## src/shared/cmc_pkg.sv

```systemverilog
// constants and types shared by the operating-mode controller
package cmc_pkg;
    // mode request / mode status codes
    localparam logic [2:0] MODE_NORMAL = 3'h0;
    localparam logic [2:0] MODE_SLEEP = 3'h1;
    localparam logic [2:0] MODE_LOOPBACK = 3'h2;
    localparam logic [2:0] MODE_LISTEN = 3'h3;
    localparam logic [2:0] MODE_CONFIG = 3'h4;
    // reset state: configuration mode, as after any reset
    localparam logic [2:0] MODE_RESET = MODE_CONFIG;
    // module control register field positions
    localparam int REQ_MSB = 7;
    localparam int REQ_LSB = 5;
    localparam int CFG_BIT = 2;
    // receive buffer control: receive mode field value for error recognition
    localparam logic [1:0] RXMODE_ERRREC = 2'h3;
    // consecutive recessive bits that mark an idle bus
    localparam logic [3:0] IDLE_BITS = 4'hb;
    // functional modes; legacy is the reset default
    localparam logic [1:0] FUNC_LEGACY = 2'h0;
    // resources of the legacy functional mode
    localparam int NUM_TX_BUF = 3;
    localparam int NUM_RX_BUF = 2;
    localparam int NUM_FILT = 6;
    localparam int FILT_BUF0 = 2;
    // protected configuration addresses
    localparam logic [3:0] CFG_MASK0 = 4'h0;
    localparam logic [3:0] CFG_MASK1 = 4'h1;
    localparam logic [3:0] CFG_FILT0 = 4'h2;
    localparam logic [3:0] CFG_FUNC = 4'h8;
    localparam int ID_W = 11;
    localparam logic [10:0] ID_RESET = 11'h000;
    typedef enum logic [1:0] {ST_RUN, ST_WAIT_IDLE} cmc_state_t;
    typedef struct packed {
        cmc_state_t state;
        logic [2:0] mode;
        logic [2:0] req;
        logic [2:0] prev;
        logic [3:0] idleCnt;
        logic wakeFlag;
        logic rxPrev;
        logic dropFrame;
        logic [1:0] funcMode;
        logic [1:0][10:0] mask;
        logic [5:0][10:0] filter;
        logic storeZero;
        logic storeOne;
    } cmc_regs_t;
endpackage : cmc_pkg

```

## src/logic/cmc_mode_ctrl.sv

```systemverilog
// operating-mode controller: mode requests, sleep and wake, bus gating, acceptance
`timescale 1ns/1ns
// What this block does
// - mode request field is control bits 7:5
// - mode status field shows entered mode
// - mode change waits for pending transmissions
// - top request bit asks configuration mode
// - all-zero request returns to normal mode
// - protected writes ignored outside configuration mode
// - no configuration entry during bus frame
// - configuration: silent, counters cleared, pins released
// - request 001 sleeps, clock stops when idle
// - sleep keeps interrupt flags and counters
// - busy sleep waits eleven recessive bits
// - status 001 confirms sleep entry
// - falling bus edge sets wake flag
// - wake restores previous mode, drops frame
// - transmit pin recessive while sleeping
// - normal and loopback transmit, only normal acknowledges
// - listen-only receives all, drives nothing
// - listen-only holds error counters reset
// - loopback routes internally, ignores acknowledge
// - loopback releases transmit pin to port
// - filters apply, zero mask passes all
// - receive mode 11 stores errored frames
// - reset starts legacy mode, six filters
// - frames stored only on filter match
module cmc_mode_ctrl
    import cmc_pkg::*;
(
    input wire logic mclk,
    input wire logic reset_n,
    // module control register write
    input wire logic ctrlWrite,
    input wire logic [7:0] ctrlWdata,
    output logic [2:0] modeRequest,
    output logic [2:0] modeStatus,
    output logic configStatusBit,
    // protocol engine status
    input wire logic txPending,
    input wire logic busActive,
    input wire logic bitTick,
    input wire logic rxBit,
    input wire logic engineTxLevel,
    // protected configuration writes
    input wire logic cfgWrite,
    input wire logic [3:0] cfgAddr,
    input wire logic [10:0] cfgData,
    input wire logic timingWrite,
    output logic timingWriteEn,
    output logic [1:0] funcMode,
    // wake-up
    input wire logic wakeupDisable,
    input wire logic wakeupIrqEnable,
    input wire logic wakeupFlagClear,
    output logic wakeupFlag,
    output logic wakeIrq,
    // mode-driven gating of the protocol engine
    output logic clockEnable,
    output logic txEnable,
    output logic rxEnable,
    output logic ackEnable,
    output logic errFrameEnable,
    output logic errCountClear,
    output logic errCountHold,
    output logic loopbackRoute,
    output logic rxPinGpio,
    output logic txPinGpio,
    output logic busTransmitPin,
    // frames completed in the assembly buffer
    input wire logic frameDone,
    input wire logic frameError,
    input wire logic [10:0] frameId,
    input wire logic [1:0] rxModeZero,
    input wire logic [1:0] rxModeOne,
    output logic storeZero,
    output logic storeOne
);
    // all state lives in one packed struct: r_next is built by a single
    // combinational process and r_reg is its registered copy. this keeps
    // every field on one reset and one clock, and lets a new field be added
    // without touching the sequencer's structure.
    cmc_regs_t r_reg;
    cmc_regs_t r_next;

    // identifier passes when every masked bit equals the filter
    function automatic logic idMatch(
        input logic [10:0] id,
        input logic [10:0] filt,
        input logic [10:0] mask
    );
        idMatch = ((id ^ filt) & mask) == ID_RESET;
    endfunction : idMatch

    logic isConfig;
    logic isSleep;
    logic isNormal;
    logic isListen;
    logic isLoop;
    logic hitZero;
    logic hitOne;
    logic okZero;
    logic okOne;
    logic wakeEdge;

    // mode decodes used by gating and the next-state logic.
    // they read the entered mode, never the request, so no gating output
    // moves before the status field does: software that polls the status
    // sees the engine already reconfigured for the mode it reports.
    assign isConfig = r_reg.mode == MODE_CONFIG;
    assign isSleep = r_reg.mode == MODE_SLEEP;
    assign isNormal = r_reg.mode == MODE_NORMAL;
    assign isListen = r_reg.mode == MODE_LISTEN;
    assign isLoop = r_reg.mode == MODE_LOOPBACK;

    // acceptance: two filters on mask zero, four on mask one.
    // an all-zero mask compares no bit, so every identifier passes; this is
    // the usual setting for bus monitoring in listen-only or loopback.
    // only the standard eleven-bit identifier is compared here.
    always_comb begin
        hitZero = 1'b0;
        hitOne = 1'b0;
        for (int i = 0; i < NUM_FILT; i++) begin
            if (i < FILT_BUF0) begin
                hitZero = hitZero | idMatch(frameId, r_reg.filter[i], r_reg.mask[0]);
            end else begin
                hitOne = hitOne | idMatch(frameId, r_reg.filter[i], r_reg.mask[1]);
            end
        end
    end

    // an errored frame is kept only by error recognition or listen-only
    assign okZero = !frameError || rxModeZero == RXMODE_ERRREC || isListen;
    assign okOne = !frameError || rxModeOne == RXMODE_ERRREC || isListen;
    // recessive-to-dominant edge on the receive pin.
    // the previous level resets to recessive, the idle level of the bus,
    // so leaving reset never looks like a wake edge.
    assign wakeEdge = r_reg.rxPrev && !rxBit;

    // next-state process: request capture, idle detection, mode sequencing,
    // wake handling, protected writes and frame storage, in that order.
    // later statements deliberately override earlier ones: a wake edge wins
    // over a sequencer decision made in the same cycle.
    always_comb begin
        r_next = r_reg;
        r_next.rxPrev = rxBit;
        r_next.storeZero = 1'b0;
        r_next.storeOne = 1'b0;
        // software request, bits 7:5 of the control register
        if (ctrlWrite) begin
            r_next.req = ctrlWdata[REQ_MSB:REQ_LSB];
        end
        // idle detector counts recessive bits, saturating.
        // any dominant bit restarts the count, so only an unbroken run of
        // recessive bits marks the bus idle. with no frame on the bus the
        // count is held at zero and the busy flag alone decides.
        if (busActive) begin
            if (bitTick) begin
                if (!rxBit) begin
                    r_next.idleCnt = 4'h0;
                end else if (r_reg.idleCnt != IDLE_BITS) begin
                    r_next.idleCnt = r_reg.idleCnt + 4'h1;
                end
            end
        end else begin
            r_next.idleCnt = 4'h0;
        end
        // mode change sequencer.
        // a pending transmission freezes every change but a wake, so software must
        // poll the status field before it relies on the new mode.
        // configuration is also refused while a frame is on the bus, and
        // sleep waits for an idle bus in its own state.
        case (r_reg.state)
            ST_RUN: begin
                if (r_reg.req != r_reg.mode && !txPending) begin
                    if (r_reg.req[CFG_BIT]) begin
                        if (!busActive) begin
                            r_next.mode = MODE_CONFIG;
                        end
                    end else if (r_reg.req == MODE_SLEEP) begin
                        if (busActive) begin
                            r_next.state = ST_WAIT_IDLE;
                            r_next.idleCnt = 4'h0;
                        end else begin
                            r_next.prev = r_reg.mode;
                            r_next.mode = MODE_SLEEP;
                        end
                    end else begin
                        r_next.mode = r_reg.req;
                    end
                end
            end
            ST_WAIT_IDLE: begin
                if (r_reg.req != MODE_SLEEP) begin
                    r_next.state = ST_RUN;
                end else if ((r_reg.idleCnt == IDLE_BITS || !busActive) && !txPending) begin
                    r_next.state = ST_RUN;
                    r_next.prev = r_reg.mode;
                    r_next.mode = MODE_SLEEP;
                end
            end
            default: begin
                r_next.state = ST_RUN;
            end
        endcase
        // wake on bus activity restores the mode held before sleep.
        // the request is rewritten too, otherwise the old sleep request
        // would put the module straight back to sleep. the frame that woke
        // the module is lost; firmware has to ask for a retransmission.
        if (isSleep && wakeEdge && !wakeupDisable) begin
            r_next.mode = r_reg.prev;
            r_next.req = r_reg.prev;
            r_next.dropFrame = 1'b1;
        end
        // flag set wins over a clear in the same cycle
        r_next.wakeFlag = (isSleep && wakeEdge && !wakeupDisable)
            || (r_reg.wakeFlag && !wakeupFlagClear);
        // protected registers accept writes only in configuration mode.
        // writes elsewhere are dropped without any error indication, which
        // keeps a stray write from changing filters while the module is
        // online; unused addresses are ignored as well.
        if (cfgWrite && isConfig) begin
            if (cfgAddr == CFG_MASK0 || cfgAddr == CFG_MASK1) begin
                r_next.mask[cfgAddr[0]] = cfgData;
            end else if (cfgAddr >= CFG_FILT0 && cfgAddr < CFG_FILT0 + 4'h6) begin
                r_next.filter[3'(cfgAddr - CFG_FILT0)] = cfgData;
            end else if (cfgAddr == CFG_FUNC) begin
                r_next.funcMode = cfgData[1:0];
            end
        end
        // assembled frame moves to a buffer only on a match, buffer zero first.
        // a hit on buffer zero that is refused for an error does not fall
        // through to buffer one: the frame is simply not stored. the first
        // frame after a wake is discarded whatever its identifier.
        if (frameDone) begin
            r_next.dropFrame = 1'b0;
            if (rxEnable && !r_reg.dropFrame) begin
                if (hitZero) begin
                    r_next.storeZero = okZero;
                end else if (hitOne) begin
                    r_next.storeOne = okOne;
                end
            end
        end
    end

    // single state register; reset lands in configuration, legacy mode.
    // starting in configuration lets software load masks and filters
    // before the module ever joins the bus. the reset branch assigns
    // constants only.
    always_ff @(posedge mclk or negedge reset_n) begin
        if (!reset_n) begin
            r_reg.state <= ST_RUN;
            r_reg.mode <= MODE_RESET;
            r_reg.req <= MODE_RESET;
            r_reg.prev <= MODE_NORMAL;
            r_reg.idleCnt <= 4'h0;
            r_reg.wakeFlag <= 1'b0;
            r_reg.rxPrev <= 1'b1;
            r_reg.dropFrame <= 1'b0;
            r_reg.funcMode <= FUNC_LEGACY;
            r_reg.mask <= '0;
            r_reg.filter <= '0;
            r_reg.storeZero <= 1'b0;
            r_reg.storeOne <= 1'b0;
        end else begin
            r_reg <= r_next;
        end
    end

    // status and configuration views.
    // the request field shows the last software request or the mode a wake restored, the status
    // field what was actually entered; the two differ while a change is
    // deferred. the wake interrupt is the flag gated by its enable.
    assign modeRequest = r_reg.req;
    assign modeStatus = r_reg.mode;
    assign configStatusBit = r_reg.mode[CFG_BIT];
    assign funcMode = r_reg.funcMode;
    assign timingWriteEn = timingWrite && isConfig;
    assign wakeupFlag = r_reg.wakeFlag;
    assign wakeIrq = r_reg.wakeFlag && wakeupIrqEnable;
    assign storeZero = r_reg.storeZero;
    assign storeOne = r_reg.storeOne;

    // the clock keeps running in sleep until the idle wait is over.
    // sleep is only entered once the bus is idle, so gating on the entered
    // mode is enough; the wake edge detector runs on the host clock and
    // stays alive while the engine clock is stopped.
    assign clockEnable = !isSleep;
    // normal and loopback modes transmit, only normal acknowledges; listen-only only listens
    assign txEnable = isNormal || isLoop;
    assign ackEnable = isNormal;
    assign errFrameEnable = isNormal;
    assign rxEnable = isNormal || isListen || isLoop;
    assign loopbackRoute = isLoop;
    // counters cleared in configuration and listen-only, frozen in sleep.
    // interrupt flags are never touched by a mode change.
    assign errCountClear = isConfig || isListen;
    assign errCountHold = isSleep;
    assign rxPinGpio = isConfig;
    assign txPinGpio = isConfig || isLoop;
    // recessive unless normal mode drives the engine's level
    assign busTransmitPin = isNormal ? engineTxLevel : 1'b1;
endmodule : cmc_mode_ctrl

```

## config.mk

```make
export PLATFORM = sky130hd
export DESIGN_NAME = cmc_mode_ctrl
export DESIGN_NICKNAME = d
export VERILOG_FILES = /design/src/shared/cmc_pkg.sv /design/src/logic/cmc_mode_ctrl.sv
export SDC_FILE = /design/constraint.sdc
export NUM_CORES = 1
export LEC_CHECK = 0
export BUFFER_PORTS_ARGS = -buffer_cell sky130_fd_sc_hd__buf_2
export CAP_MARGIN = 20
export CORE_MARGIN = 10
export CORE_UTILIZATION = 62
export CTS_BUF_LIST = sky130_fd_sc_hd__clkbuf_16
export CTS_CLUSTER_SIZE = 12
export DETAILED_ROUTE_END_ITERATION = 10
export PLACE_DENSITY = 0.84
export SKIP_LAST_GASP = 1
export SLEW_MARGIN = 20
export SYNTH_ARGS = -nofsm -noshare
export SYNTH_HDL_FRONTEND = slang
export SYNTH_SLANG_ARGS = --single-unit
```

## constraint.sdc

```tcl
create_clock -name mclk -period 3.3 [get_ports mclk]
set_input_delay 0.66 -clock mclk [delete_from_list [all_inputs] [get_ports mclk]]
set_output_delay 0.66 -clock mclk [all_outputs]
set_load 0.01 [all_outputs]
```

== Yosys cells after proc, flatten, opt, wreduce, memory -nomap -nowiden ==
Cells that the tools add are included.

* Register bits: 110
* Output and inout bits: 25
* Word-level logic and storage cells: 166

* Add/sub/neg operators: 2
* Magnitude comparators: 6
* Equal/unequal tests: 27
* Mux-type cells: 42
* Bitwise operators: 18
* Reduce and logical (&&, ||, !) cells: 52

{| class="wikitable"
|+ Operators with widths
! cell !! number
|-
| 11-bit bitwise AND || 6
|-
| 66-bit bitwise mux || 1
|-
| 11-bit zero test || 6
|-
| 11-bit bitwise XOR || 6
|-
| 11-bit demux with 3-bit select || 1
|-
| 3-bit two-way mux || 9
|-
| 4-bit two-way mux || 6
|-
| 22-bit bitwise mux || 1
|-
| 11-bit two-way mux || 2
|-
| 7-bit two-way mux || 3
|-
| 2-bit inequality test, second input constant || 7
|-
| 1-bit logical AND || 13
|-
| 1-bit logical OR || 12
|-
| 2-bit two-way mux || 6
|-
| 3-bit inequality test, second input constant || 4
|-
| 4-bit inequality test, second input constant || 3
|-
| 3-bit case mux with 2 select lines || 2
|-
| 11-bit demux with 1-bit select || 1
|-
| 5-bit two-way mux || 2
|-
| 4-bit == test, second input constant || 2
|-
| 1-bit zero test || 8
|-
| 7-bit AND reduction || 1
|-
| 3-bit by 1-bit == test with 1-bit output, second input constant || 2
|-
| 3-bit by 2-bit == test with 1-bit output, second input constant || 2
|-
| 29 further kinds || 41
|}

== Depth between registers and ports, before layout ==
Gate-level depths: netlist of the first run.

* Depth in word-level cells: 10
* Depth in mapped cells: 7
* Gate-level depth less buffers: 7

== Worst setup path before layout of the first run ==
No wires, ideal clock.

* Path kind: register to register
* From: register r_reg, in the netlist modeStatus[2]
* To: register r_reg[25] (netlist name)
* Data arrival time: 2164 ps
* Data required time: 3175 ps
* Slack: 1011 ps
* Stages on the path, launching flop included: 8
* Buffers on the path: 2
* Period minus slack after synthesis: 2289 ps
* Cells stage by stage: dfstp_2 buf_4 nor3b_4 nand2_2 or3_4 nor3b_4 buf_6 mux2_4

* Longest elaborated chain between the ends: 3

{| class="wikitable"
|+ RTL lines
! item !! line !! text
|-
| from (decl) || cmc_mode_ctrl.sv:83 || <nowiki>cmc_regs_t r_reg;</nowiki>
|-
| from (signal assigned) || cmc_mode_ctrl.sv:267 || <nowiki>r_reg <= r_next;</nowiki>
|-
| 3-bit == test || cmc_mode_ctrl.sv:110 || <nowiki>assign isConfig = r_reg.mode == MODE_CONFIG;</nowiki>
|-
| net rxPinGpio || cmc_mode_ctrl.sv:67 || <nowiki>output logic rxPinGpio,</nowiki>
|-
| 1-bit logical AND || cmc_mode_ctrl.sv:222 || <nowiki>if (cfgWrite && isConfig) begin</nowiki>
|-
| 3-bit AND reduction (no source line) || -- ||
|}

The timed path passes the listed nets, and every way through them passes these cells.
A chain may end at the register's enable or synchronous reset.

== Final worst setup path of the first run ==
* From: register r_reg, in the netlist modeStatus[2]
* To: register r_reg[9] (netlist name)

* Longest elaborated chain between the ends: 3

{| class="wikitable"
|+ RTL lines
! item !! line
|-
| 3-bit == test || cmc_mode_ctrl.sv:110
|-
| 1-bit logical AND || cmc_mode_ctrl.sv:222
|-
| 3-bit AND reduction (no source line) || --
|}

No other way between the ends.

==> run summary, run 1 <==
Cell area after layout -> 6210 um^2
Worst-path maximum fanout -> 12
DRC -> 0
Clock Skew -> 0.00904 ns
Hold buffer count at cts -> 0
Post-CTS Resized -> 0
Power per cell area -> 833 nW/um^2
Avg Cell Area, Syn -> 12.5 um^2
Layout cells sized above 1 -> 0.392
Placed Area -> 5900 um^2
N_diodes -> 0
Async S/R FF share, synth -> 1.00
Max-cap violations -> 0
GRT Overall Usage -> 0.202
Crit path buf inv count -> 1
Worst hold path class -> in2async
Least-Margin Pin Slew -> 0.730 ns
LEAKAGE -> 3.09 nW
Synth top cells by count -> dfrtp_1, mux2_2, xor2_1
Slew headroom -> 0.512
Clock latency on the worst-skew pair -> 0.35 ns
Routed len/inst -> 21.2 um
Setup TNS Final -> 0 ns
Synth area leader -> dfrtp_1
Synth unique cells -> 42
Vias in the first global route -> 3995
GP Congestion -> 0.883
Die ar. -> 13100 um^2
Worst endpoint required time -> 3.53 ns
RSZ-0062 raised after global routing -> false
Hpwl dp -> 9180 um
Top cells by area, synth -> dfrtp_1, mux2_2, xor2_1
Multi-input logic area -> 2560 um^2
#FFs+latches synth -> 109
Row Count -> 34
Slowest cell on crit path -> dfstp_2
Number of buffers created by CTS -> 9
Fmax -> 368 MHz
Clk root buf -> clkbuf_16
Sinks on Clock Net -> 109
Pins Over Slew Limit -> 0
Reg area -> 2730 um^2
Worst-case reg-to-reg path depth -> 6
Area share of the largest cell type after synthesis -> 0.481
CTS tree -> yes
Starting Density -> 0.635
Post-CTS Setup Inserts -> 0
Post-DR vias/cell -> 6.08
Core Area -> 8680 um^2
Die width -> 114 um
Power Total -> 5.17 mW
Cell with the most instances after synthesis -> dfrtp_1
Final hold violations -> 0
Synth Net Count -> 494
CP peak stage delay -> 0.64 ns
Instance count on the critical path -> 6
# port buffers -> 72
Crit share post-route -> 0.824
Filler instances -> 609
Final Setup Violations -> 0
Worst EP arrival -> 2.95 ns
Syn. warnings -> 0
Top cell family by delay on the critical path -> simple AND/OR/NAND/NOR gates
Max FFs per register -> 98
Drt pass-1 iters -> 5
Run status -> complete, no violations
Cell Area, Synth -> 5510 um^2
Crit-path cells -> nor3b_4, nand2_2, or3_4, nor3b_2, buf_4, mux2_2
Clock Path Buffers -> 2
Vias -> 3726
Clk pin slew, worst setup/hold paths -> 0.08 ns
GRT overflow -> 0
Pin count of the biggest net entering global routing -> 49
1st-iter DRT viols -> 326
IO Pins -> 78
Area delta synth->final -> 12.5%
Sequential element share of the synthesized area -> 0.495
Setup crit end kind -> register
First-pass GRT wire length -> 20900 um
Critical path startpoint category -> register
Total Wirelength -> 13000 um
Minimum clock period -> 2.72 ns
VDD IR max -> 0.000441 V
Antenna viol nets, final -> 0
Final net count -> 554
Crit path kind -> reg2reg
Die Ht -> 114 um
Htree depth -> 3
Post-synth EDFFs -> 0
Leading register cell type out of synthesis -> dfrtp_1
Mapped Cells -> 440
Initial antenna violation count -> 0
[metal layers]
metal | GRT usage | wire (um) | up-vias
li1 | - | - | 1672
met1 | 0.246 | 5200 | 1882
met2 | 0.344 | 6810 | 145
met3 | 0.0472 | 707 | 27
met4 | 0.0710 | 290 | 0
met5 | 0 | 0 | -
[final timing paths]
| kind | start | endpoint | slack [ns] |
|---|---|---|---|
| max in group asynchronous | reset_n | r_reg[93] | 2.26 |
| worst min register to register | funcMode[0] | funcMode[0] | 0.50 |
| worst max register to register | modeStatus[2] | r_reg[9] | 0.58 |
| min in group mclk | rxBit | r_reg[93] | 0.42 |
| worst min-delay path | reset_n | r_reg[19] | 0.32 |
| worst max-delay path | modeStatus[2] | r_reg[9] | 0.58 |
[report_power, final]
| group | internal (mW) | leakage [nW] | switching (mW) |
|---|---|---|---|
| Combinational | 0.937 | 1.50 | 0.768 |
| Clock | 0.602 | 0.150 | 0.513 |
| Sequential | 1.86 | 1.45 | 0.482 |
[cell usage in the layout (no fill, tap or decap), types with 2 or more instances in the layout]
master	instances
a31oi_1	4
nand4_1	2
nand3b_1	4
a221oi_1	12
nor3_1	5
a222oi_1	6
inv_1	9
mux2_4	10
dfstp_2	3
nor3b_4	2
nor3b_2	2
dfrtp_1	106
nor3b_1	2
mux2i_1	4
nand3_1	8
nand2_1	13
nor2_1	12
and3_1	2
xnor2_1	3
nand2b_1	3
mux2_1	2
buf_4	8
o21ai_0	8
mux2_2	80
and2_1	3
xor2_1	68
a22o_1	12
buf_2	71
clkbuf_16	9
a21oi_1	12
inv_8	2
nor2b_1	2
[per-stage QoR]
stage                      util  setup WS, ns  hold WS (ns)  instances
after detailed placement  0.680         0.578         0.490        597
after global placement    0.680         0.648         0.468        597
after CTS                 0.715         0.559         0.344        613
after floorplan               -          1.01         0.364        440
after global routing      0.715         0.492         0.362        613
final                     0.715         0.582         0.317        613
[cell type report]
class | instances | area share
Timing Repair Buffer | 80 | 0.0702
Clock buffer | 9 | 0.0363
Clock inverter | 7 | 0.0133
Inverter | 9 | 0.00544
Tap cell | 108 | 0.0218
Sequential cell | 109 | 0.440
Multi-Input combinational cell | 291 | 0.413
[kinds of logic (layout without fill, tap and decap cells)]
| group | Yosys count | count (layout) | synth area share |
|---|---|---|---|
| xor gates and xnor gates | 71 | 71 | 0.113 |
| buffers and inverters | 40 | 105 | 0.0399 |
| AOI/OAI and AO/OA | 58 | 58 | 0.0776 |
| and+or+nand+nor | 65 | 65 | 0.0701 |
| adders and majority gates | 1 | 1 | 0.00227 |
| DFF | 109 | 109 | 0.495 |
| muxes | 96 | 96 | 0.202 |
Note: power is estimated with default switching activity, not from simulation.
==> run 2: changes to the inputs <==
--- a/config.mk
+++ b/config.mk
@@ -8,11 +8,11 @@
 export BUFFER_PORTS_ARGS = -buffer_cell sky130_fd_sc_hd__buf_2
 export CAP_MARGIN = 20
 export CORE_MARGIN = 10
-export CORE_UTILIZATION = 62
+export CORE_UTILIZATION = 52
 export CTS_BUF_LIST = sky130_fd_sc_hd__clkbuf_16
 export CTS_CLUSTER_SIZE = 12
 export DETAILED_ROUTE_END_ITERATION = 10
-export PLACE_DENSITY = 0.84
+export PLACE_DENSITY = 0.75
 export SKIP_LAST_GASP = 1
 export SLEW_MARGIN = 20
 export SYNTH_ARGS = -nofsm -noshare
==> constraint.sdc (replaced) <==
create_clock -name mclk -period 2.3 [get_ports mclk]
set_input_delay 0.46 -clock mclk [delete_from_list [all_inputs] [get_ports mclk]]
set_output_delay 0.46 -clock mclk [all_outputs]
set_load 0.01 [all_outputs]
==> run summary, run 2 (synthesis results as in run 1) <==
Number of buffers created by CTS -> 9 (unchanged)
IO Pins -> 78 (unchanged)
Fmax -> 474 MHz (+29%)
Vias in the first global route -> 3912 (-2.1%)
First-pass GRT wire length -> 20400 um (-2.3%)
Antenna viol nets, final -> 0 (unchanged)
GRT busiest layer -> met2
Post-DR vias/cell -> 5.73 (-5.7%)
Setup crit end kind -> register
N_diodes -> 0 (unchanged)
Post-CTS Resized -> 0 (unchanged)
Max FFs per register -> 98 (unchanged)
Clk pin slew, worst setup/hold paths -> 0.08 ns (about the same)
Core Area -> 10300 um^2 (+19%)
Worst hold path class -> in2async
Met2 Usage GRT -> 0.292 (-0.0518)
Pins Over Slew Limit -> 0 (unchanged)
GP Congestion -> 0.890 (+0.72%)
Clock Path Buffers -> 2 (unchanged)
Commonest cells after routing, fill and taps aside -> dfrtp_1, mux2_2, buf_2
Place WS -> 0.201 ns (-0.376 ns)
Critical path startpoint category -> register
Worst endpoint required time -> 2.53 ns (-1.00 ns)
GRT overflow -> 0 (unchanged)
VDD IR max -> 0.000508 V (+15%)
Non-Filler Instances -> 650 (+6.0%)
Starting Density -> 0.534 (-0.101)
Hold buffer count at cts -> 0 (unchanged)
Setup TNS Final -> 0 ns (unchanged)
Clock latency on the worst-skew pair -> 0.34 ns (about the same)
Post-placement cell count -> 634 (+6.2%)
M3 GR Usage -> 0.0301 (-0.0171)
Cell area after layout -> 6320 um^2 (+1.9%)
Layout cells sized above 1 -> 0.403 (+0.0106)
Clock Skew -> 0.00765 ns (-0.00139 ns)
Slew headroom -> 0.563 (+0.0510)
Die ar. -> 15100 um^2 (+16%)
Most common cell after layout, fill and taps aside -> dfrtp_1
Final hold violations -> 0 (unchanged)
Least-Margin Pin Slew -> 0.655 ns (-0.0743 ns)
Max-cap violations -> 0 (unchanged)
Routed len/inst -> 19.7 um (-7.3%)
Crit path kind -> reg2reg
Total Wirelength -> 12800 um (-1.8%)
RSZ-0062 raised after global routing -> false
CTS tree -> yes
Die width -> 123 um (+7.6%)
Die Ht -> 123 um (+7.6%)
Final net count -> 563 (+1.6%)
Placed Area -> 6010 um^2 (+2.0%)
1st-iter DRT viols -> 232 (-29%)
Initial antenna violation count -> 0 (unchanged)
Htree depth -> 3 (unchanged)
DRC -> 0 (unchanged)
LEAKAGE -> 3.14 nW (+1.6%)
Area delta synth->final -> 14.7%
Worst EP arrival -> 2.34 ns (-0.61 ns)
Power per cell area -> 1170 nW/um^2 (+40%)
GRT Overall Usage -> 0.171 (-0.0313)
Row Count -> 37 (+8.8%)
Worst-path maximum fanout -> 5 (-7)
Vias -> 3727 (+0.027%)
Hpwl dp -> 9510 um (+3.6%)
Run status -> complete, no violations
Sinks on Clock Net -> 109 (unchanged)
Final worst slack -> 0.191 ns (-0.390 ns)
Drt pass-1 iters -> 4 (-1)
Crit share post-route -> 0.917 (+0.0931)
Power Total -> 7.39 mW (+43%)
# port buffers -> 72 (unchanged)
Pin count of the biggest net entering global routing -> 47 (-4.1%)
Final Setup Violations -> 0 (unchanged)
Clk root buf -> clkbuf_16
Minimum clock period -> 2.11 ns (-0.610 ns)
Post-CTS Setup Inserts -> 0 (unchanged)
Met1 Track Usage GR -> 0.217 (-0.0292)
==> run 2: changes by cell type in the layout (fill, tap and decap cells not counted), sizes merged <==
cell,before,now
bufinv,1,0
buf,80,89
inv,12,14
clkinvlp,1,0
==> run 2: power breakdown <==
part,total (mW),internal [mW],switching [mW]
sequential,3.29,2.67,0.622
clock,1.57,0.786,0.789
combinational,2.52,1.38,1.14
total,7.39,4.84,2.55
==> run 2: path summary, 6_finish.rpt <==
path | startpoint | endpoint | slack (ns) | cells after the start
max | modeStatus[2] | r_reg[24] | 0.19 | 6
min | reset_n | r_reg[4] | 0.08 | 1
max reg2reg | modeStatus[2] | r_reg[24] | 0.19 | 6
min reg2reg | funcMode[0] | funcMode[0] | 0.50 | 1
max in group asynchronous | reset_n | r_reg[2] | 1.48 | 2
min in group mclk | rxBit | r_reg[93] | 0.23 | 1
==> run 2: routing by layer <==
layer	up-vias	wire, um
met1	1916	5500
met3	19	541
met4	0	239
met2	78	6500
met5	-	0
li1	1714	-
==> run 2: final cells by class <==
cell class                      count  area, um^2
Tap cell                          136         170
Timing Repair Buffer               89         515
Sequential cell                   109        2730
Fill cell                         831        4000
Inverter                            9        33.8
Multi-Input combinational cell    291        2560
Clock buffer                        9         225
Clock inverter                      7        83.8
==> run 2: metrics by stage <==
stage / hold slack (ns) / utilization
2_1_floorplan: 0.164 / -
4_1_cts: 0.0856 / 0.612
3_5_place_dp: 0.466 / 0.582
3_3_place_gp: 0.463 / 0.582
5_1_grt: 0.105 / 0.612
6_report: 0.0796 / 0.612
==> run 2: worst max-delay path: stages, from the launching register on <==
cell,delay [ns]
dfstp_2,0.53
nor3b_4,0.23
nand2_2,0.10
or3_4,0.37
nor3b_4,0.23
buf_4,0.20
mux2_2,0.34
